$ cat src/rtl/adpr_regs.vh
`ifndef ADPR_REGS_VH
`define ADPR_REGS_VH

// Serial control word
`define ADPR_WORD_BITS 5'h10
`define ADPR_ADDR_HI 10
`define ADPR_ADDR_LO 9
`define ADPR_ADDR_LEFT 2'h0
`define ADPR_ADDR_RIGHT 2'h1
`define ADPR_ADDR_MODE 2'h2
`define ADPR_ADDR_FORMAT 2'h3

// Level registers
`define ADPR_LEVEL_HI 7
`define ADPR_LEVEL_LO 0
`define ADPR_COMMIT_BIT 8
`define ADPR_LEVEL_RST 8'hff

// Output mode register
`define ADPR_MUTE_BIT 0
`define ADPR_DEEMPH_BIT 1
`define ADPR_FORCE_ZERO_BIT 2
`define ADPR_WLEN_HI 4
`define ADPR_WLEN_LO 3
`define ADPR_ROUTE_HI 8
`define ADPR_ROUTE_LO 5
`define ADPR_MUTE_RST 1'b0
`define ADPR_DEEMPH_RST 1'b0
`define ADPR_FORCE_ZERO_RST 1'b0
`define ADPR_WLEN_RST 2'h0
`define ADPR_ROUTE_RST 4'h9

// Format and clock register
`define ADPR_I2S_BIT 0
`define ADPR_PHASE_BIT 1
`define ADPR_SHARED_BIT 2
`define ADPR_RATIO_BIT 3
`define ADPR_MULT_HI 5
`define ADPR_MULT_LO 4
`define ADPR_GROUP_HI 7
`define ADPR_GROUP_LO 6
`define ADPR_ZDET_BIT 8
`define ADPR_I2S_RST 1'b0
`define ADPR_PHASE_RST 1'b0
`define ADPR_SHARED_RST 1'b0
`define ADPR_RATIO_RST 1'b0
`define ADPR_MULT_RST 2'h0
`define ADPR_GROUP_RST 2'h0
`define ADPR_ZDET_RST 1'b0

// Reserved two-bit field code
`define ADPR_RSVD_CODE 2'h3

// Converter state after reset
`define ADPR_RAMP_RST 8'hff
`define ADPR_BPZ_RST 1'b1

// Timing
`define ADPR_CLK_NS 40
`define ADPR_RATE_GAP_NS 20000
`define ADPR_RATE_GAP_CYC \
  ((`ADPR_RATE_GAP_NS + `ADPR_CLK_NS - 1) / `ADPR_CLK_NS)
`define ADPR_ZERO_RUN_BCLKS 17'h10000

`endif

$ cat src/rtl/adpr_sync.v
`timescale 1ns/1ps
module adpr_sync
(
  // Clock and reset
  input wire ref_clk_i,
  input wire rst_i,
  // Asynchronous pin
  input wire pin_i,
  // Filtered level and edges
  output wire level_o,
  output wire rise_o,
  output wire fall_o
);

  reg ff1_q;
  reg ff2_q;
  reg ff3_q;
  reg level_q;
  wire agree;

  assign agree = (ff2_q == ff3_q);
  assign level_o = level_q;
  assign rise_o = agree & ff3_q & ~level_q;
  assign fall_o = agree & ~ff3_q & level_q;

  always @(posedge ref_clk_i or posedge rst_i)
  begin
    if (rst_i)
    begin
      ff1_q <= 1'b0;
      ff2_q <= 1'b0;
      ff3_q <= 1'b0;
      level_q <= 1'b0;
    end
    else
    begin
      ff1_q <= pin_i;
      ff2_q <= ff1_q;
      ff3_q <= ff2_q;
      if (agree)
      begin
        level_q <= ff3_q;
      end
    end
  end

endmodule

$ cat src/rtl/adpr_top.v
// Function
// - Four 16-bit program registers, all loaded from one serial data pin.
// - Host shifts 16 bits then strobes latch; word is stored only then.
// - Word bits 10:9 pick register 0 to 3; bits 15:11 are ignored.
// - Bits 7:0 of level registers form the gain code, 00h mutes.
// - Left code written with commit bit 0 is held, applied on commit 1.
// - Right level uses the same held-then-commit scheme with its bit 8.
// - Mode bit 0 mutes both outputs by ramping the gain down gradually.
// - Mode bit 1 enables de-emphasis when high, disables when low.
// - Override low converts; 65536 zero bit clocks force zero if enabled.
// - Mode bit 2 holds output at bipolar zero; writes still accepted.
// - Zero detected with detection on disconnects modulator, else connected.
// - Reset pin low forces bipolar zero and ignores control writes.
// - Mode bits 4:3 give word length 16, 20 or 24; code 11 reserved.
// - Mode bits 5,6 route left and 7,8 route right output.
// - Format bit 0 selects I2S; bit 1 inverts word clock channel phase.
// - Format bit 2 high applies left level code to both channels.
// - Format bit 3 low selects 384fs, high selects 256fs system clock.
// - Format bits 7:6 give rate group; host spaces changes over 20us.
`timescale 1ns/1ps
`include "adpr_regs.vh"
module adpr_top
#(
  parameter [16:0] ZERO_RUN_BCLKS = `ADPR_ZERO_RUN_BCLKS
)
(
  // Clock and reset
  input wire ref_clk_i,
  input wire rst_i,
  // Three-wire control port
  input wire control_serial_data_i,
  input wire control_shift_clock_i,
  input wire control_latch_strobe_i,
  // Device reset pin
  input wire reset_pin_low_n_i,
  // Audio serial input
  input wire bit_clock_in_i,
  input wire word_clock_in_i,
  input wire audio_data_i,
  // Level control
  output wire [7:0] left_level_code_o,
  output wire [7:0] right_level_code_o,
  output wire [7:0] soft_mute_gain_o,
  // Output mode
  output wire soft_mute_o,
  output wire de_emphasis_enable_o,
  output wire output_force_zero_o,
  output wire [1:0] word_length_select_o,
  output wire [3:0] output_routing_o,
  output wire [1:0] left_route_o,
  output wire [1:0] right_route_o,
  // Format and clocking
  output wire i2s_format_o,
  output wire channel_phase_polarity_o,
  output wire shared_level_control_o,
  output wire clock_ratio_select_o,
  output wire [1:0] rate_multiple_select_o,
  output wire [1:0] rate_group_select_o,
  output wire rate_group_busy_o,
  output wire zero_run_detect_o,
  output wire left_phase_o,
  // Converter output state
  output wire zero_run_active_o,
  output wire bipolar_zero_o,
  output wire modulator_connected_o
);

  localparam integer RATE_GAP_INT = `ADPR_RATE_GAP_CYC;
  localparam [9:0] RATE_GAP_CYC = RATE_GAP_INT[9:0];
  localparam [4:0] WORD_BITS = `ADPR_WORD_BITS;

  // Reserved two-bit codes leave the old setting in place
  function [1:0] keep_valid;
    input [1:0] new_code;
    input [1:0] old_code;
    begin
      if (new_code == `ADPR_RSVD_CODE)
        keep_valid = old_code;
      else
        keep_valid = new_code;
    end
  endfunction

  wire sdat_lvl;
  wire sclk_rise;
  wire latch_rise;
  wire rstpin_lvl;
  wire bclk_rise;
  wire wclk_lvl;
  wire wclk_rise;
  wire wclk_fall;
  wire adat_lvl;

  adpr_sync u_sync_sdat
  (
    .ref_clk_i(ref_clk_i), .rst_i(rst_i), .pin_i(control_serial_data_i),
    .level_o(sdat_lvl), .rise_o(), .fall_o()
  );

  adpr_sync u_sync_sclk
  (
    .ref_clk_i(ref_clk_i), .rst_i(rst_i), .pin_i(control_shift_clock_i),
    .level_o(), .rise_o(sclk_rise), .fall_o()
  );

  adpr_sync u_sync_latch
  (
    .ref_clk_i(ref_clk_i), .rst_i(rst_i), .pin_i(control_latch_strobe_i),
    .level_o(), .rise_o(latch_rise), .fall_o()
  );

  adpr_sync u_sync_rstpin
  (
    .ref_clk_i(ref_clk_i), .rst_i(rst_i), .pin_i(reset_pin_low_n_i),
    .level_o(rstpin_lvl), .rise_o(), .fall_o()
  );

  adpr_sync u_sync_bclk
  (
    .ref_clk_i(ref_clk_i), .rst_i(rst_i), .pin_i(bit_clock_in_i),
    .level_o(), .rise_o(bclk_rise), .fall_o()
  );

  adpr_sync u_sync_wclk
  (
    .ref_clk_i(ref_clk_i), .rst_i(rst_i), .pin_i(word_clock_in_i),
    .level_o(wclk_lvl), .rise_o(wclk_rise), .fall_o(wclk_fall)
  );

  adpr_sync u_sync_adat
  (
    .ref_clk_i(ref_clk_i), .rst_i(rst_i), .pin_i(audio_data_i),
    .level_o(adat_lvl), .rise_o(), .fall_o()
  );

  // Serial shift path
  reg [15:0] shift_q;
  reg [4:0] bitcnt_q;
  wire word_take;
  wire [1:0] waddr;
  wire [15:0] word;

  // Data is resampled through the same depth as the clock, so it lines up
  always @(posedge ref_clk_i or posedge rst_i)
  begin
    if (rst_i)
    begin
      shift_q <= 16'h0000;
      bitcnt_q <= 5'h00;
    end
    else if (!rstpin_lvl)
    begin
      shift_q <= 16'h0000;
      bitcnt_q <= 5'h00;
    end
    else if (latch_rise)
      bitcnt_q <= 5'h00;
    else if (sclk_rise)
    begin
      shift_q <= {shift_q[14:0], sdat_lvl};
      if (bitcnt_q != WORD_BITS)
        bitcnt_q <= bitcnt_q + 5'h01;
    end
  end

  // A short word is dropped rather than stored half-filled
  assign word_take = latch_rise & rstpin_lvl & (bitcnt_q == WORD_BITS);
  assign word = shift_q;
  assign waddr = word[`ADPR_ADDR_HI:`ADPR_ADDR_LO];

  // Register fields
  reg [7:0] left_hold_q;
  reg [7:0] left_live_q;
  reg [7:0] right_hold_q;
  reg [7:0] right_live_q;
  reg mute_q;
  reg deemph_q;
  reg force_zero_q;
  reg [1:0] wlen_q;
  reg [3:0] route_q;
  reg i2s_q;
  reg phase_q;
  reg shared_q;
  reg ratio_q;
  reg [1:0] mult_q;
  reg [1:0] group_q;
  reg zdet_q;

  always @(posedge ref_clk_i or posedge rst_i)
  begin
    if (rst_i)
    begin
      left_hold_q <= `ADPR_LEVEL_RST;
      left_live_q <= `ADPR_LEVEL_RST;
      right_hold_q <= `ADPR_LEVEL_RST;
      right_live_q <= `ADPR_LEVEL_RST;
      mute_q <= `ADPR_MUTE_RST;
      deemph_q <= `ADPR_DEEMPH_RST;
      force_zero_q <= `ADPR_FORCE_ZERO_RST;
      wlen_q <= `ADPR_WLEN_RST;
      route_q <= `ADPR_ROUTE_RST;
      i2s_q <= `ADPR_I2S_RST;
      phase_q <= `ADPR_PHASE_RST;
      shared_q <= `ADPR_SHARED_RST;
      ratio_q <= `ADPR_RATIO_RST;
      mult_q <= `ADPR_MULT_RST;
      group_q <= `ADPR_GROUP_RST;
      zdet_q <= `ADPR_ZDET_RST;
    end
    else if (word_take)
    begin
      case (waddr)
        `ADPR_ADDR_LEFT:
        begin
          left_hold_q <= word[`ADPR_LEVEL_HI:`ADPR_LEVEL_LO];
          if (word[`ADPR_COMMIT_BIT])
            left_live_q <= word[`ADPR_LEVEL_HI:`ADPR_LEVEL_LO];
        end
        `ADPR_ADDR_RIGHT:
        begin
          right_hold_q <= word[`ADPR_LEVEL_HI:`ADPR_LEVEL_LO];
          if (word[`ADPR_COMMIT_BIT])
            right_live_q <= word[`ADPR_LEVEL_HI:`ADPR_LEVEL_LO];
        end
        `ADPR_ADDR_MODE:
        begin
          mute_q <= word[`ADPR_MUTE_BIT];
          deemph_q <= word[`ADPR_DEEMPH_BIT];
          force_zero_q <= word[`ADPR_FORCE_ZERO_BIT];
          wlen_q <= keep_valid(word[`ADPR_WLEN_HI:`ADPR_WLEN_LO],
                               wlen_q);
          route_q <= word[`ADPR_ROUTE_HI:`ADPR_ROUTE_LO];
        end
        `ADPR_ADDR_FORMAT:
        begin
          i2s_q <= word[`ADPR_I2S_BIT];
          phase_q <= word[`ADPR_PHASE_BIT];
          shared_q <= word[`ADPR_SHARED_BIT];
          ratio_q <= word[`ADPR_RATIO_BIT];
          mult_q <= keep_valid(word[`ADPR_MULT_HI:`ADPR_MULT_LO],
                               mult_q);
          group_q <= keep_valid(word[`ADPR_GROUP_HI:`ADPR_GROUP_LO],
                                group_q);
          zdet_q <= word[`ADPR_ZDET_BIT];
        end
        default: mute_q <= mute_q;
      endcase
    end
  end

  // Rate group change spacing guard
  reg [9:0] gap_cnt_q;
  wire group_change;

  assign group_change = word_take & (waddr == `ADPR_ADDR_FORMAT) &
    (keep_valid(word[`ADPR_GROUP_HI:`ADPR_GROUP_LO], group_q) != group_q);

  // Only flags the window; the host still owns the spacing
  always @(posedge ref_clk_i or posedge rst_i)
  begin
    if (rst_i)
      gap_cnt_q <= 10'h000;
    else if (group_change)
      gap_cnt_q <= RATE_GAP_CYC;
    else if (gap_cnt_q != 10'h000)
      gap_cnt_q <= gap_cnt_q - 10'h001;
  end

  // Soft mute ramp, one step per word clock period
  reg [7:0] ramp_q;

  always @(posedge ref_clk_i or posedge rst_i)
  begin
    if (rst_i)
      ramp_q <= `ADPR_RAMP_RST;
    else if (wclk_rise)
    begin
      if (mute_q && ramp_q != 8'h00)
        ramp_q <= ramp_q - 8'h01;
      else if (!mute_q && ramp_q != 8'hff)
        ramp_q <= ramp_q + 8'h01;
    end
  end

  // Zero-run counter in bit clock periods
  reg [16:0] zrun_q;
  wire zrun_full;

  assign zrun_full = (zrun_q == ZERO_RUN_BCLKS);

  always @(posedge ref_clk_i or posedge rst_i)
  begin
    if (rst_i)
      zrun_q <= 17'h00000;
    else if (bclk_rise)
    begin
      if (adat_lvl)
        zrun_q <= 17'h00000;
      else if (!zrun_full)
        zrun_q <= zrun_q + 17'h00001;
    end
  end

  // Output forcing, registered so the pin-facing state is glitch free
  reg bpz_q;
  reg wclk_seen_q;
  wire bpz_d;

  assign bpz_d = ~rstpin_lvl | force_zero_q |
    (zdet_q & zrun_full);

  always @(posedge ref_clk_i or posedge rst_i)
  begin
    if (rst_i)
    begin
      bpz_q <= `ADPR_BPZ_RST;
      wclk_seen_q <= 1'b0;
    end
    else
    begin
      bpz_q <= bpz_d;
      if (wclk_rise | wclk_fall)
        wclk_seen_q <= 1'b1;
    end
  end

  // Level codes, shared mode reuses the left code
  assign left_level_code_o = left_live_q;
  assign right_level_code_o = shared_q ? left_live_q : right_live_q;
  assign soft_mute_gain_o = ramp_q;

  assign soft_mute_o = mute_q;
  assign de_emphasis_enable_o = deemph_q;
  assign output_force_zero_o = force_zero_q;
  assign word_length_select_o = wlen_q;
  assign output_routing_o = route_q;
  assign left_route_o = {route_q[0], route_q[1]};
  assign right_route_o = {route_q[2], route_q[3]};

  assign i2s_format_o = i2s_q;
  assign channel_phase_polarity_o = phase_q;
  assign shared_level_control_o = shared_q;
  assign clock_ratio_select_o = ratio_q;
  assign rate_multiple_select_o = mult_q;
  assign rate_group_select_o = group_q;
  assign rate_group_busy_o = (gap_cnt_q != 10'h000);
  assign zero_run_detect_o = zdet_q;
  assign left_phase_o = wclk_seen_q & (wclk_lvl ^ phase_q);

  assign zero_run_active_o = zrun_full;
  assign bipolar_zero_o = bpz_q;
  assign modulator_connected_o = ~bpz_q;

endmodule

$ cat config.mk
export PLATFORM = sky130hd
export DESIGN_NAME = adpr_top
export DESIGN_NICKNAME = d
export VERILOG_FILES = /design/src/rtl/adpr_sync.v /design/src/rtl/adpr_top.v
export VERILOG_INCLUDE_DIRS = /design/src /design/src/rtl
export SDC_FILE = /design/constraint.sdc
export NUM_CORES = 1
export LEC_CHECK = 0
export BUFFER_PORTS_ARGS = -buffer_cell sky130_fd_sc_hd__buf_4
export CORE_UTILIZATION = 35
export CTS_BUF_LIST = sky130_fd_sc_hd__clkbuf_4
export CTS_CLUSTER_SIZE = 28
export DETAILED_ROUTE_END_ITERATION = 8
export PLACE_DENSITY_LB_ADDON = 0.1
export RECOVER_POWER = 100
export SYNTH_ARGS = -nofsm -noshare
export SYNTH_HDL_FRONTEND = slang
export SYNTH_HIERARCHICAL = 1
export SYNTH_SLANG_ARGS = --single-unit
$ cat constraint.sdc
create_clock -name ref_clk_i -period 6.2 [get_ports ref_clk_i]
set_input_delay 0.93 -clock ref_clk_i [delete_from_list [all_inputs] [get_ports ref_clk_i]]
set_output_delay 0.93 -clock ref_clk_i [all_outputs]
set_load 0.005 [all_outputs]
==> metrics.md, run 1 <==
| Metric | Value |
|---|---|
| CTS buffer count | `17` |
| CTS Sinks | `115` |
| Worst r2r dst | `zrun_q[7]` |
| Initial DRC count | `223` |
| CP required | `5.27 ns` |
| FF-to-FF path depth | `7` |
| H-tree depth | `4` |
| Ys Warns | `6` |
| Clk root buf | `clkbuf_4` |
| Max VDD drop | `~0.00018 V` |
| Class of the most critical hold timing path | `reg -> reg` |
| Worst reg2reg setup slack | `roughly 3.1 ns` |
| Final setup fails | `0` |
| Mean Syn Cell Area | `around 11 µm²` |
| CTS clk-pin slew, worst paths | `about 0.10 ns` |
| Vias per inst | `between 4 and 5` |
| Final wirelength | `~11 mm` |
| Critical R2R Launch | `zrun_q[0]` |
| Die width | `129 µm` |
| CTS resizes | `0` |
| Global-route wire length before repair | `19.1 mm` |
| Syn nets | `roughly 540` |
| GRT Total Usage | `0.150` |
| DRC violations left | `0` |
| Fin nets | `around 600` |
| # IOs | `60` |
| RD Place Congestion | `0.769` |
| Final Hold Vio Count | `0` |
| CTS tree | `done` |
| Area of the mapped netlist | `about 5600 µm²` |
| Area grow syn2layout | `14.5%` |
| # port buffers | `59` |
| Hold bufs inserted after CTS | `0` |
| Skew final | `0.0147 ns` |
| Initial Utilization | `0.365` |
| Die Y | `129 µm` |
| Setup tns final | `0 ns` |
| Clock Latency Late Sink | `0.51 ns` |
| Slew headroom | `0.00208` |
| Placed cell count | `759` |
| # fillers | `between 1.5k and 2k` |
| Worst Path Arrival | `2.19 ns` |
| Design area | `6450 µm²` |
| CP Launch Point | `zrun_q[0]` |
| Fin crit share | `0.503` |
| Multi-input logic area | `2380 µm²` |
| Per-cell routed wire length | `roughly 14 µm` |
| Finished Core Util | `0.418` |
| DR pass1 iterations | `4` |
| Largest net degree at the start of global routing | `78` |
| Rows | `45` |
| DPL Wire Length | `approximately 8 mm` |
| Status | `finished with violations` |
| Final Critical Period | `3.12 ns` |
| Slew of the pin with the lowest slew margin | `~1.5 ns` |
| PD cells | `~260 nW/µm²` |
| Vias in the first global route | `about 3.8k` |
| Via count | `3790` |
| Clk buf depth | `2` |
| Final ANT Viol Nets | `0` |
| Core area | `15400 µm²` |
| DP Area | `6240 µm²` |
| Crit Path Class | `reg -> out` |
| CP Capture Type | `primary output` |
| CP endpoint | `zero_run_active_o` |
| Final slew viol count | `0` |
| Fmax | `between 300 and 400 MHz` |
| Sequential cell area | `2910 µm²` |
| Max Cap Viol | `1` |
| Post-route insts no fill | `792` |
| Layout cell share with drive strength beyond 1 | `0.241` |
| Leak pwr | `2.96 nW` |
| Initial antenna violation count | `1` |
| Post-CTS Setup Bufs | `0` |
| Gr ovfl total | `0` |
| Synth Instances | `~500` |
| Worst-path fanout max | `8` |
| Violated checks | `max-capacitance violations` |
| Worst setup SP type | `flip-flop` |
| Unrepaired setup endpoints after global routing | `false` |
| Total Die Area | `16600 µm²` |
-- per-layer routing --
metal  wire length, µm  share of wire  up-vias  global-route usage
met5                 0              0        -                   0
met4               116          0.010        0              0.0457
met3               539          0.048        8              0.0503
met2              5280           0.47       68               0.239
met1              5340           0.47     1846               0.194
li1                  -              -     1868                   -
-- worst min-delay path by stage --
stage	startpoint	to	slack, ns	depth (start not counted)
after floorplan	u_sync_adat/ff1_q	u_sync_adat/ff2_q	0.33	0
after global placement	u_sync_sdat/ff1_q	u_sync_sdat/ff2_q	0.33	0
after detailed placement	u_sync_bclk/ff1_q	u_sync_bclk/ff2_q	0.34	0
after CTS	rst_i	u_sync_bclk/ff1_q	0.30	2
after global routing	u_sync_rstpin/ff1_q	u_sync_rstpin/ff2_q	0.38	0
final	u_sync_latch/ff1_q	u_sync_latch/ff2_q	0.36	0
-- cells in the final DEF (no fill, tap or decap), types with 8 or more instances in the layout --
master and instances:
a21boi_0 11, a21oi_1 18, buf_4 20, clkbuf_4 54, dfrtp_1 88, dfstp_1 19, dfstp_2 8, ha_1 22
inv_1 38, mux2_2 36, nand2_1 62, nand3_1 16, nor2_1 25, nor2b_1 13, o21ai_0 15, xor2_1 10
-- registers in the layout, summed over array words and instances (netlist names), 2 cells and up --
signal,count
left_level_code_o,8
shift_q,11
right_live_q,8
bitcnt_q,5
word_length_select_o,2
zrun_q,17
output_routing_o,4
gap_cnt_q,10
rate_group_select_o,2
soft_mute_gain_o,8
rate_multiple_select_o,2
-- power by group --
group	internal, mW	leakage [nW]	switching (mW)
Combinational	0.110	1.37	0.118
Clock	0.322	0.162	0.279
Sequential	0.804	1.43	0.0652
Total	1.24	2.96	0.462
-- metrics by stage --
stage | power (mW) | hold slack (ns) | worst slack, ns
2_1_floorplan | 1.06 | 0.331 | 3.06
5_1_grt | 1.80 | 0.376 | 2.69
6_report | 1.70 | 0.362 | 3.08
4_1_cts | 1.75 | 0.299 | 3.19
3_5_place_dp | 1.14 | 0.336 | 3.47
3_3_place_gp | 1.13 | 0.333 | 3.62
-- cell type report --
class | count | share of cell area
tap | 211 | 0.0409
sequential | 115 | 0.452
multi-input combinational | 334 | 0.369
clock inverter | 13 | 0.0256
inverter | 39 | 0.0229
clock buffer | 19 | 0.0221
timing repair buffer | 60 | 0.0670
antenna | 1 | 0.000388
-- worst max-delay path, cell delays in order, from the launching register on --
cell	delay, ns
dfrtp_1	0.43
inv_1	0.13
ha_1	0.16
nor4b_1	0.25
nand4_1	0.35
inv_1	0.21
clkbuf_4	0.16
(Power assumes the default switching activity.)
==> run 2, diff against run 1 <==
Settings changed: ABC_AREA from default to 1.
Clock period 6.2 ns to 3.2 ns, I/O delays scaled along.
==> run 2 against run 1 <==
Against the previous run:
- the flow finishes with violations (max-capacitance violations, max-slew violations)
- register-to-register slack got worse by 2.3 ns
- power is 85% higher
- sequential share of layout area is 1.7 points lower
- clock skew is 0.0051 ns higher
- utilization fell by 0.091 points
- synthesized cell count grew 34%
- combinational power rose by 89%
- clock power increased by 80%
- wire length increased by 10%
- non-clock buffer count rose by 9
- final area rose by 3.9%
- flip-flop and latch count unchanged
- largest cell class unchanged
==> metrics.md, run 2 <==
| Metric | Value |
|---|---|
| FF-to-FF path depth | `13 (+6)` |
| Status | `finished with violations` |
| Class of the most critical hold timing path | `reg -> reg` |
| Fin nets | `783 (+31%)` |
| Worst reg2reg setup slack | `0.79 ns (-2.34 ns)` |
| DPL Wire Length | `9.04 mm (+15%)` |
| Area of the mapped netlist | `5800 µm² (+3.0%)` |
| Worst r2r dst | `soft_mute_gain_o[6]` |
| Area grow syn2layout | `15.4%` |
| Unrepaired setup endpoints after global routing | `false` |
| Clk root buf | `clkbuf_4` |
| Largest net degree at the start of global routing | `51 (-35%)` |
| Core area | `16100 µm² (+4.1%)` |
| Final Hold Vio Count | `0 (unchanged)` |
| DRC violations left | `0 (unchanged)` |
| Setup ws final | `0.565 ns (-2.52 ns)` |
| Synth Instances | `680 (+34%)` |
| Final Critical Period | `2.63 ns` |
| Worst Hold Launch | `u_sync_rstpin/ff1_q` |
| Violated checks | `max-capacitance violations, max-slew violations` |
| Total Die Area | `17100 µm² (+3.0%)` |
| CP Launch Point | `gap_cnt_q[0]` |
| RD Place Congestion | `0.873 (+14%)` |
| DR pass1 iterations | `4 (unchanged)` |
| Ys Warns | `6 (unchanged)` |
| # port buffers | `59 (unchanged)` |
| Layout cell share with drive strength beyond 1 | `0.145 (-0.0961)` |
| H-tree depth | `4 (unchanged)` |
| Slew headroom | `-0.222 (-0.224)` |
| Setup tns final | `0 ns (unchanged)` |
| Final setup fails | `0 (unchanged)` |
| Final slew viol count | `38 (+38)` |
| Vias in the first global route | `4356 (+14%)` |
| Design area | `6700 µm² (+3.9%)` |
| Post-Place Worst Slack | `0.853 ns (-2.62 ns)` |
| Post-CTS Setup Bufs | `0 (unchanged)` |
| Worst hold slack | `0.360 ns (-0.00220 ns)` |
| Final ANT Viol Nets | `0 (unchanged)` |
| DP Area | `6430 µm² (+3.0%)` |
| Most flops, register | `zrun_q` |
| GRT Total Usage | `0.161 (+0.0112)` |
| Max reg flops | `17 (unchanged)` |
| CTS buffer count | `17 (unchanged)` |
| Critical R2R Launch | `soft_mute_gain_o[5]` |
| CP max-delay cell | `dfrtp_1` |
| Gr ovfl total | `0 (unchanged)` |
| # IOs | `60 (unchanged)` |
| Die Y | `131 µm (+1.5%)` |
| Largest stage delay, worst path | `0.43 ns (about the same)` |
| Skew final | `0.0198 ns (+0.00510 ns)` |
| Vias per inst | `4.58 (-4.4%)` |
| Finished Core Util | `0.417 (-0.000907)` |
| Fmax | `380 MHz` |
| Die width | `131 µm (+1.5%)` |
| Initial antenna violation count | `1 (unchanged)` |
| Initial DRC count | `282 (+26%)` |
| Mean Syn Cell Area | `8.53 µm² (-23%)` |
| Most frequent cells in the layout | `nand2_1 (170), inv_1 (103), dfrtp_1 (88)` |
| Leak pwr | `3.23 nW (+9.2%)` |
| Fin crit share | `0.823` |
| Per-cell routed wire length | `12.7 µm (-11%)` |
| CTS resizes | `0 (unchanged)` |
| CTS clk-pin slew, worst paths | `0.12 ns (+0.02 ns)` |
| PD cells | `469 nW/µm² (+78%)` |
| Final wirelength | `12.5 mm (+10%)` |
| Worst Path Arrival | `2.15 ns (-0.04 ns)` |
| Max VDD drop | `0.000273 V (+53%)` |
| Initial Utilization | `0.361 (-0.00365)` |
| Global-route wire length before repair | `20.9 mm (+9.7%)` |
| Worst-path fanout max | `9 (+1)` |
| Worst setup SP type | `flip-flop` |
| CTS Sinks | `115 (unchanged)` |
| CP Capture Type | `primary output` |
| Syn nets | `712 (+32%)` |
| Rows | `46 (+2.2%)` |
| CP required | `2.72 ns (-2.55 ns)` |
| Most common cell after layout, fill and taps aside | `nand2_1` |
| Largest regs | `zrun_q x17, shift_q x11, gap_cnt_q x10` |
| CTS tree | `done` |
| Slew of the pin with the lowest slew margin | `1.82 ns (+0.342 ns)` |
| Clock Latency Late Sink | `0.52 ns (about the same)` |
| CP endpoint | `rate_group_busy_o` |
| Max Cap Viol | `1 (unchanged)` |
| Crit Path Class | `reg -> out` |
| Via count | `4490 (+18%)` |
| Hold bufs inserted after CTS | `7 (+7)` |
| CP Cell Sequence | `inv_1 > ha_1 > nand3_1 > nor3_2 > nand2_2 > buf_4` |
| Clk buf depth | `2 (unchanged)` |
[run 2: layout make-up]
type	count	area, µm²
Fill cell	1626	9360
Tap cell	216	270
Clock buffer	17	128
Sequential cell	115	2910
Antenna cell	1	2.50
Inverter	104	392
Clock inverter	15	156
Timing Repair Buffer	69	524
Multi-Input combinational cell	444	2310
[run 2: routing by layer]
| metal | global-route usage | share of wire |
|---|---|---|
| met1 | 0.203 | 0.46 |
| met2 | 0.264 | 0.49 |
| met3 | 0.0497 | 0.035 |
| met4 | 0.0534 | 0.0090 |
| met5 | 0 | 0 |
[run 2: how the worst min path moves through the flow]
stage / slack, ns / cells past startpoint / endpoint
2_1_floorplan: 0.25 / 1 / u_sync_adat/ff1_q
3_3_place_gp: 0.33 / 0 / u_sync_latch/ff2_q
3_5_place_dp: 0.33 / 0 / u_sync_adat/ff2_q
4_1_cts: 0.01 / 1 / u_sync_wclk/ff1_q
5_1_grt: 0.37 / 0 / u_sync_adat/ff2_q
6_report: 0.36 / 0 / u_sync_rstpin/ff2_q
[run 2: worst max-delay path: cells and delay by family (launching register included)]
kind / cells / cell delay, ns
buf+inv: 2 / 0.29
flops: 1 / 0.43
simple gates: 3 / 0.72
fa+ha+maj: 1 / 0.19
[run 2: power breakdown]
part | internal, mW | switching (mW) | total, mW
combinational | 0.168 | 0.262 | 0.430
sequential | 1.54 | 0.0937 | 1.63
clock | 0.468 | 0.607 | 1.08
[run 2: per-stage QoR]
step	instances	total power [mW]
finish	981	3.14
global route	981	3.35
CTS	979	3.22
detailed placement	940	2.10
global placement	940	2.10
floorplan	680	1.95
